==> src/hw/sac_pkg.sv <==
package sac_pkg;
  // special function register addresses
  localparam logic [7:0] ADDR_RESULT_LOW    = 8'hBE;
  localparam logic [7:0] ADDR_RESULT_HIGH   = 8'hBF;
  localparam logic [7:0] ADDR_CONTROL       = 8'hE8;
  localparam logic [7:0] ADDR_CONFIG        = 8'hBC;
  localparam logic [7:0] ADDR_UPPER_HIGH    = 8'hC5;
  localparam logic [7:0] ADDR_UPPER_LOW     = 8'hC4;
  localparam logic [7:0] ADDR_LOWER_HIGH    = 8'hC7;
  localparam logic [7:0] ADDR_LOWER_LOW     = 8'hC6;
  // control register bit positions
  localparam int BIT_ENABLE   = 7;
  localparam int BIT_TRACK    = 6;
  localparam int BIT_DONE     = 5;
  localparam int BIT_BUSY     = 4;
  localparam int BIT_SRC_HI   = 3;
  localparam int BIT_SRC_LO   = 2;
  localparam int BIT_WINDOW   = 1;
  localparam int BIT_LEFT     = 0;
  // configuration register: divider in bits 7:3
  localparam int CFG_DIV_HI   = 7;
  localparam int CFG_DIV_LO   = 3;
  // reset values
  localparam logic [7:0] RST_CONTROL = 8'h00;
  localparam logic [7:0] RST_CONFIG  = 8'hF8;
  localparam logic [7:0] RST_BYTE    = 8'h00;
  // start sources
  localparam logic [1:0] SRC_BUSY_WRITE = 2'h0;
  localparam logic [1:0] SRC_TIMER3     = 2'h1;
  localparam logic [1:0] SRC_STROBE     = 2'h2;
  localparam logic [1:0] SRC_TIMER2     = 2'h3;
  // timing in sar clocks
  localparam logic [4:0] TRACK_SAR_CLOCKS   = 5'h03;
  localparam logic [4:0] CONVERT_SAR_CLOCKS = 5'h10;
  localparam int RESULT_BITS = 10;
  typedef enum logic [2:0] {
    ST_IDLE  = 3'b001,
    ST_TRACK = 3'b010,
    ST_CONV  = 3'b100
  } sac_state_t;
endpackage : sac_pkg

==> src/hw/sac_adc_ctrl.sv <==
// Summary of operation
// - enable bit 0 holds converter in shutdown; 1 allows conversions
// - track mode 0: input tracked continuously except during conversion
// - busy bit reads 1 from the trigger through any track phase and conversion, 0 otherwise
// - end of conversion clears busy and sets the done flag; disabling clears busy only
// - busy write of 1 starts only when source is 00; 0 ignored
// - source field: busy write, timer 3, strobe rising edge, timer 2
// - track mode 1 non-strobe triggers track 3 sar clocks then convert
// - track mode 1 strobe: track while low, convert at rising edge
// - window match sets flag; only software clears it
// - justify bit: 0 right, 1 left aligned
// - right: result in high 1:0 and low byte, sign or zero above
// - left: result in high byte and low 7:6, low 5:0 zero
// - single-ended unsigned 10 bits; differential two's complement
// - every result compared to limits with no software action
// - limit ordering selects inside or outside detection
// - lower above upper: strictly between; else above or below
// - differential compares are signed in selected justification
// - conversion lasts sixteen sar clocks, sar clock is sysclk/(div+1)
`timescale 1ns/1ps
module sac_adc_ctrl
  import sac_pkg::*;
(
  input  wire logic        CLK_SYS,
  input  wire logic        RST_N,
  input  wire logic        CE,
  input  wire logic [7:0]  SFR_ADDR,
  input  wire logic [7:0]  SFR_WDATA,
  input  wire logic        SFR_WE,
  input  wire logic        SFR_RE,
  output logic      [7:0]  SFR_RDATA,
  output logic             SFR_HIT,
  input  wire logic        TIMER2_OVF,
  input  wire logic        TIMER3_OVF,
  input  wire logic        EXTERNAL_CONVERT_STROBE,
  input  wire logic [9:0]  ANALOG_CODE,
  input  wire logic        DIFFERENTIAL,
  output logic             ANALOG_POWER_ON,
  output logic             ANALOG_TRACK,
  output logic             ANALOG_CONVERT
);
  typedef struct packed {
    sac_state_t  state;
    logic [4:0]  sar_cnt;
    logic [7:0]  control;
    logic [7:0]  config_reg;
    logic [7:0]  res_low;
    logic [7:0]  res_high;
    logic [7:0]  up_high;
    logic [7:0]  up_low;
    logic [7:0]  lo_high;
    logic [7:0]  lo_low;
    logic [7:0]  rdata;
    logic        strobe_s1;
    logic        strobe_s2;
    logic        strobe_d;
  } sac_regs_t;

  sac_regs_t cur_ff;
  sac_regs_t nxt_cur;
  logic        tick_w;
  logic        run_w;
  logic        match_w;
  logic [15:0] word_w;
  logic        enable_w;
  logic        track_mode_w;
  logic [1:0]  src_w;
  logic        left_w;
  logic        busy_write_w;
  logic        trigger_w;
  logic        strobe_rise_w;
  logic        finish_w;
  logic [9:0]  code_w;

  ////////////////////////////////////////////////////////////////
  // field views of the control register
  assign enable_w      = cur_ff.control[BIT_ENABLE];
  assign track_mode_w  = cur_ff.control[BIT_TRACK];
  assign src_w         = cur_ff.control[BIT_SRC_HI:BIT_SRC_LO];
  assign left_w        = cur_ff.control[BIT_LEFT];
  assign strobe_rise_w = cur_ff.strobe_s2 && !cur_ff.strobe_d;
  assign busy_write_w  = SFR_WE && (SFR_ADDR == ADDR_CONTROL)
                         && SFR_WDATA[BIT_BUSY];
  assign run_w         = (cur_ff.state != ST_IDLE);
  assign code_w        = ANALOG_CODE;
  assign finish_w      = (cur_ff.state == ST_CONV) && tick_w
                         && (cur_ff.sar_cnt == CONVERT_SAR_CLOCKS - 5'h01);

  ////////////////////////////////////////////////////////////////
  // trigger selection; timer pulses are same-clock, strobe is synced
  always_comb begin
    case (src_w)
      SRC_BUSY_WRITE: trigger_w = busy_write_w;
      SRC_TIMER3:     trigger_w = TIMER3_OVF;
      SRC_STROBE:     trigger_w = strobe_rise_w;
      SRC_TIMER2:     trigger_w = TIMER2_OVF;
      default:        trigger_w = 1'b0;
    endcase
  end

  ////////////////////////////////////////////////////////////////
  // formatting of the live code for the window check and result bytes
  always_comb begin
    if (left_w) begin
      word_w = {code_w, 6'h00};
    end else begin
      word_w = {{6{DIFFERENTIAL & code_w[RESULT_BITS-1]}}, code_w};
    end
  end

  sac_sar_tick u_tick (
    .clk     (CLK_SYS),
    .rst_n   (RST_N),
    .ce      (CE),
    .run     (run_w),
    .divider (cur_ff.config_reg[CFG_DIV_HI:CFG_DIV_LO]),
    .tick    (tick_w)
  );

  sac_window u_window (
    .word        (word_w),
    .upper       ({cur_ff.up_high, cur_ff.up_low}),
    .lower       ({cur_ff.lo_high, cur_ff.lo_low}),
    .signed_mode (DIFFERENTIAL),
    .match       (match_w)
  );

  ////////////////////////////////////////////////////////////////
  // next-state logic: register writes, sequencer, result capture
  always_comb begin
    nxt_cur           = cur_ff;
    nxt_cur.strobe_s1 = EXTERNAL_CONVERT_STROBE;
    nxt_cur.strobe_s2 = cur_ff.strobe_s1;
    nxt_cur.strobe_d  = cur_ff.strobe_s2;

    // register writes; busy bit is owned by the sequencer
    if (SFR_WE) begin
      case (SFR_ADDR)
        ADDR_CONTROL: begin
          nxt_cur.control = {SFR_WDATA[BIT_ENABLE:BIT_DONE], cur_ff.control[BIT_BUSY],
                             SFR_WDATA[BIT_SRC_HI:BIT_LEFT]};
        end
        ADDR_CONFIG:      nxt_cur.config_reg = SFR_WDATA;
        ADDR_RESULT_LOW:  nxt_cur.res_low    = SFR_WDATA;
        ADDR_RESULT_HIGH: nxt_cur.res_high   = SFR_WDATA;
        ADDR_UPPER_HIGH:  nxt_cur.up_high    = SFR_WDATA;
        ADDR_UPPER_LOW:   nxt_cur.up_low     = SFR_WDATA;
        ADDR_LOWER_HIGH:  nxt_cur.lo_high    = SFR_WDATA;
        ADDR_LOWER_LOW:   nxt_cur.lo_low     = SFR_WDATA;
        default: ;
      endcase
    end

    // sequencer
    case (cur_ff.state)
      ST_IDLE: begin
        nxt_cur.sar_cnt = 5'h00;
        if (enable_w && trigger_w) begin
          nxt_cur.control[BIT_BUSY] = 1'b1;
          if (track_mode_w && (src_w != SRC_STROBE)) begin
            nxt_cur.state = ST_TRACK;
          end else begin
            nxt_cur.state = ST_CONV;
          end
        end
      end
      ST_TRACK: begin
        if (tick_w) begin
          if (cur_ff.sar_cnt == TRACK_SAR_CLOCKS - 5'h01) begin
            nxt_cur.sar_cnt = 5'h00;
            nxt_cur.state   = ST_CONV;
          end else begin
            nxt_cur.sar_cnt = cur_ff.sar_cnt + 5'h01;
          end
        end
      end
      ST_CONV: begin
        if (tick_w) begin
          nxt_cur.sar_cnt = cur_ff.sar_cnt + 5'h01;
        end
        if (finish_w) begin
          // capture, flags and busy all change together; set beats clear
          nxt_cur.state               = ST_IDLE;
          nxt_cur.sar_cnt             = 5'h00;
          nxt_cur.control[BIT_BUSY]   = 1'b0;
          nxt_cur.control[BIT_DONE]   = 1'b1;
          nxt_cur.res_high            = word_w[15:8];
          nxt_cur.res_low             = word_w[7:0];
          if (match_w) begin
            nxt_cur.control[BIT_WINDOW] = 1'b1;
          end
        end
      end
      default: nxt_cur.state = ST_IDLE;
    endcase

    // disabling aborts a conversion without raising the done flag
    if (!nxt_cur.control[BIT_ENABLE]) begin
      nxt_cur.state             = ST_IDLE;
      nxt_cur.control[BIT_BUSY] = 1'b0;
      nxt_cur.sar_cnt           = 5'h00;
    end

    // registered read data; sees the value before this cycle's write
    case (SFR_ADDR)
      ADDR_CONTROL:     nxt_cur.rdata = cur_ff.control;
      ADDR_CONFIG:      nxt_cur.rdata = cur_ff.config_reg;
      ADDR_RESULT_LOW:  nxt_cur.rdata = cur_ff.res_low;
      ADDR_RESULT_HIGH: nxt_cur.rdata = cur_ff.res_high;
      ADDR_UPPER_HIGH:  nxt_cur.rdata = cur_ff.up_high;
      ADDR_UPPER_LOW:   nxt_cur.rdata = cur_ff.up_low;
      ADDR_LOWER_HIGH:  nxt_cur.rdata = cur_ff.lo_high;
      ADDR_LOWER_LOW:   nxt_cur.rdata = cur_ff.lo_low;
      default:          nxt_cur.rdata = RST_BYTE;
    endcase
    if (!SFR_RE) begin
      nxt_cur.rdata = cur_ff.rdata;
    end
  end

  ////////////////////////////////////////////////////////////////
  // state register
  always_ff @(posedge CLK_SYS or negedge RST_N) begin
    if (!RST_N) begin
      cur_ff            <= '0;
      cur_ff.state      <= ST_IDLE;
      cur_ff.control    <= RST_CONTROL;
      cur_ff.config_reg <= RST_CONFIG;
      cur_ff.res_low    <= RST_BYTE;
      cur_ff.res_high   <= RST_BYTE;
      cur_ff.rdata      <= RST_BYTE;
    end else if (CE) begin
      cur_ff <= nxt_cur;
    end
  end

  ////////////////////////////////////////////////////////////////
  // outputs to the analog core and the bus
  assign SFR_RDATA       = cur_ff.rdata;
  assign SFR_HIT         = (SFR_ADDR == ADDR_CONTROL) || (SFR_ADDR == ADDR_CONFIG)
                           || (SFR_ADDR == ADDR_RESULT_LOW)
                           || (SFR_ADDR == ADDR_RESULT_HIGH)
                           || (SFR_ADDR == ADDR_UPPER_HIGH)
                           || (SFR_ADDR == ADDR_UPPER_LOW)
                           || (SFR_ADDR == ADDR_LOWER_HIGH)
                           || (SFR_ADDR == ADDR_LOWER_LOW);
  assign ANALOG_POWER_ON = enable_w;
  assign ANALOG_CONVERT  = (cur_ff.state == ST_CONV);
  // mode 0 tracks whenever idle; strobe mode 1 tracks only while strobe low
  assign ANALOG_TRACK    = enable_w && (
                             (cur_ff.state == ST_TRACK)
                             || ((cur_ff.state == ST_IDLE) && !track_mode_w)
                             || ((cur_ff.state == ST_IDLE) && track_mode_w
                                 && (src_w == SRC_STROBE)
                                 && !cur_ff.strobe_s2));
endmodule : sac_adc_ctrl

==> src/hw/sac_sar_tick.sv <==
`timescale 1ns/1ps
// sar clock tick: one pulse per divider+1 system clocks
module sac_sar_tick
  import sac_pkg::*;
(
  input  wire logic       clk,
  input  wire logic       rst_n,
  input  wire logic       ce,
  input  wire logic       run,
  input  wire logic [4:0] divider,
  output logic            tick
);
  typedef struct packed {
    logic [4:0] cnt;
  } sac_tick_t;
  sac_tick_t cur_ff;
  sac_tick_t nxt_cur;
  ////////////////////////////////////////////////////////////////
  // restart at zero whenever not running so phase is fixed per start
  always_comb begin
    nxt_cur = cur_ff;
    tick    = run && (cur_ff.cnt == divider);
    if (!run || tick) begin
      nxt_cur.cnt = 5'h00;
    end else begin
      nxt_cur.cnt = cur_ff.cnt + 5'h01;
    end
  end
  always_ff @(posedge clk or negedge rst_n) begin
    if (!rst_n) begin
      cur_ff <= '0;
    end else if (ce) begin
      cur_ff <= nxt_cur;
    end
  end
endmodule : sac_sar_tick

==> src/hw/sac_window.sv <==
`timescale 1ns/1ps
// window comparator on the formatted 16-bit data word
module sac_window
  import sac_pkg::*;
(
  input  wire logic [15:0] word,
  input  wire logic [15:0] upper,
  input  wire logic [15:0] lower,
  input  wire logic        signed_mode,
  output logic             match
);
  logic gt_w;
  logic lt_w;
  logic inv_w;
  ////////////////////////////////////////////////////////////////
  // signed compares for differential words, unsigned otherwise
  always_comb begin
    if (signed_mode) begin
      gt_w  = $signed(word) > $signed(upper);
      lt_w  = $signed(word) < $signed(lower);
      inv_w = $signed(lower) > $signed(upper);
    end else begin
      gt_w  = word > upper;
      lt_w  = word < lower;
      inv_w = lower > upper;
    end
    // ordering of limits picks inside or outside window
    match = inv_w ? (gt_w && lt_w) : (gt_w || lt_w);
  end
endmodule : sac_window

==> config.mk <==
export PLATFORM = sky130hd
export DESIGN_NAME = sac_adc_ctrl
export DESIGN_NICKNAME = d
export VERILOG_FILES = /design/src/hw/sac_pkg.sv /design/src/hw/sac_adc_ctrl.sv /design/src/hw/sac_sar_tick.sv /design/src/hw/sac_window.sv
export SDC_FILE = /design/constraint.sdc
export NUM_CORES = 1
export LEC_CHECK = 0
export ABC_AREA = 1
export ABC_CLOCK_PERIOD_IN_PS = 3940
export BUFFER_PORTS_ARGS = -buffer_cell sky130_fd_sc_hd__buf_2
export CORE_MARGIN = 4
export CORE_UTILIZATION = 45
export DETAILED_ROUTE_END_ITERATION = 16
export HOLD_SLACK_MARGIN = 0.02
export PLACE_DENSITY = 0.6
export SLEW_MARGIN = 15
export SYNTH_ARGS = -nofsm -noshare
export SYNTH_HDL_FRONTEND = slang
export SYNTH_SLANG_ARGS = --single-unit
==> constraint.sdc <==
create_clock -name CLK_SYS -period 3.94 [get_ports CLK_SYS]
set_input_delay 0.394 -clock CLK_SYS [delete_from_list [all_inputs] [get_ports CLK_SYS]]
set_output_delay 0.394 -clock CLK_SYS [all_outputs]
set_load 0.05 [all_outputs]
==> run metrics <==
status completed; drt first pass iters 6; post-CTS sizing 0; # IOs 47; hpwl dp 14670 µm; worst skew pair latency 0.36 ns; row count 41; Hold Crit Class in -> async; Inserted Diodes 0; total number of vias 5576; H-tree depth 3; Placed Cells 988; crit path cell chain inv_1, o21ai_0, o21ai_0, inv_1, ha_1, a21oi_1, o21ai_0, a21oi_1, nand2_1, nand2_1, nand3_1, nand2_1, inv_1, nand2_1, a21oi_1; WL final 19070 µm; Layout area overhead 10.26%; GP Congestion 0.9921; final hold vios 0; clk root buf clkbuf_16; reg2reg setup slack 1.02 ns; setup_tns 0 ns; Reg-to-Reg End cur_ff[68]; mapped cell area 5961 µm²; Initial DRC Count 584; nature of the critical path startpoint register; FILL cells 1246; max capacitance violation total 0; Synth Register Bits 88; die width 123.1 µm; CTS Buf Count 9; cell mode on critical path nand2_1; final routed DRC violation total 0; Unique masters post-synth 46; first-pass GRT wire length 29580 µm; data required time of the worst path 4.17 ns; initial core utilization 46.66%; Post-CTS Setup Bufs 0; share of cells above drive strength 1 12.14%; Reg clk slew, reported paths 0.07 ns; Worst Reg-to-Reg Cells 15; Nets 910; Place WS 1.091 ns; Worst setup EP type register; Slew Viols, Final 0; Pwr per Cell Area 354.0 nW/µm²; critical path's slowest cell dfrtp_1; Max FO, Critical Path 14; launching point of the worst reg2reg path cur_ff[67]; syn avg cell area 7.517 µm²; post-DR vias/cell 5.554; biggest cell delay along the critical path 0.62 ns; post-layout util 51.45%; Avg WL per Cell 18.99 µm; critical path arrival 3.15 ns; cts hold-fix bufs 0; leakage power 3.175 nW; highest clock rate 342.5 MHz; wire length on met1 8732 µm; instance count of the mapped netlist 793; area share of the largest cell type after synthesis 34.42%; Hold Slack 0.1765 ns; Non-Filler Instances 1004; Core Area 12770 µm²; Port Buffers 46; CTS tree done; crit share post-route 74.10%; CTS max path bufs 2; largest net degree at the start of global routing 74; max layer used met4; DR WL met2 8479 µm; Worst Skew 0.007285 ns; number of setup violations in the final report 0; RSZ-0062 raised after global routing false; relative slew slack 28.27%; Worst-Margin Slew 1.075 ns; Clock Sinks 88; met3 WL post-DR 1539 µm; initial antenna violation count 0; Peak VDD IR 0.0002064 V; Seq/Total Area, Yosys 37.07%; number of global-route vias before repair 5261; buffers and inverters on the worst path 3; post-synth top area cell dfrtp_1; yosys synthesis warning count 0; die area 15150 µm²; syn_nets 876; final period demand of the worst path 2.920 ns; critical setup path kind reg -> reg; GRT overflow 0; dominant cells by area after synthesis dfrtp_1 (34%), nand2_1 (14%), ha_1 (10%); GRT Total Usage 26.23%; critical path's top delay family compound AO/OA/AOI/OAI gates; Final ANT Viol Nets 0; Die Ht 123.1 µm; fin worst setup slack 1.020 ns
==> metrics by stage <==
stage,area (µm²),power (mW)
finish,6573,2.326
global route,6573,2.445
floorplan,5961,1.342
CTS,6573,2.339
global placement,6290,1.496
detailed placement,6290,1.506
==> layout by cell type (no fill, tap or decap), types with 9 or more instances in the layout <==
master / n
o21ai_1: 9
buf_2: 45
ha_1: 48
nor3_1: 10
o22ai_1: 16
clkbuf_16: 9
a21oi_1: 30
inv_1: 104
dfrtp_1: 82
nand3_1: 24
nand4_1: 12
o21ai_0: 77
nand2_1: 216
nor2_1: 40
o211ai_1: 27
==> state kept, by name, indices dropped and copies added, names as in the netlist <==
| signal | count |
|---|---|
| u_tick.cur_ff | 5 |
| ANALOG_POWER_ON | 1 |
| cur_ff | 74 |
| SFR_RDATA | 8 |
==> worst reg2reg max path, delay by kind of cell (launching register included) <==
kind                       cells  cell delay [ns]
DFF                            1             0.62
buffers and inverters          3             0.51
adders and majority gates      1             0.26
and+or+nand+nor                5             0.50
AOI/OAI and AO/OA              6             0.91
==> logic make-up after synthesis <==
| kind of cell | after synthesis | share of synthesized area, % |
|---|---|---|
| simple gates | 326 | 23.45 |
| compound gates | 187 | 18.91 |
| buf+inv | 137 | 9.446 |
| flops | 88 | 37.07 |
| fa+ha+maj | 48 | 10.08 |
| xor+xnor | 6 | 0.8816 |
| mux | 1 | 0.1679 |
==> area by class of cell <==
class	instances	area, µm²	area share, %
inverter	111	421.7	6.415
sequential	88	2210	33.62
clock buffer	11	242.7	3.693
multi-input combinational	568	3188	48.51
clock inverter	5	40.04	0.6092
tap	172	215.2	3.274
timing repair buffer	49	255.2	3.884
==> Yosys cell counts, drive strengths merged <==
cell type,n
nand2,225
mux2i,1
nor3,14
o21bai,3
dfrtp,82
a211oi,1
o2111ai,5
ha,48
nor2,43
o22ai,16
o31ai,6
o221ai,1
o311a,1
o21a,2
a31oi,2
buf,15
and3,1
a21o,1
xnor2,1
o211ai,32
a21oi,30
nand4,12
o21ai,87
clkbuf,11
xor2,5
nor4,3
or2,1
nand3b,1
clkinv,2
dfstp,6
inv,109
nand3,26
==> worst max-delay path by stage <==
stage | end | from | cells after the start | slack, ns
finish | cur_ff[68] | cur_ff[67] | 15 | 1.02
global route | cur_ff[68] | cur_ff[67] | 14 | 0.77
detailed placement | cur_ff[68] | cur_ff[67] | 15 | 1.09
floorplan | cur_ff[45] | cur_ff[81] | 7 | 1.29
CTS | cur_ff[68] | cur_ff[67] | 15 | 1.05
global placement | cur_ff[68] | cur_ff[67] | 15 | 1.04
==> where the power goes <==
group	switching (mW)	total, mW	internal [mW]
clock network	0.384	0.833	0.448
registers	0.0531	1.02	0.967
logic	0.317	0.474	0.156
total	0.755	2.33	1.57
==> layer usage <==
| metal | vias to the layer above | GRT usage [%] |
|---|---|---|
| met5 | - | 0 |
| met4 | 0 | 6.644 |
| met3 | 26 | 5.581 |
| met2 | 219 | 40.52 |
| met1 | 2608 | 37.60 |
| li1 | 2723 | - |
No activity file was read; power rests on OpenSTA's default activity.
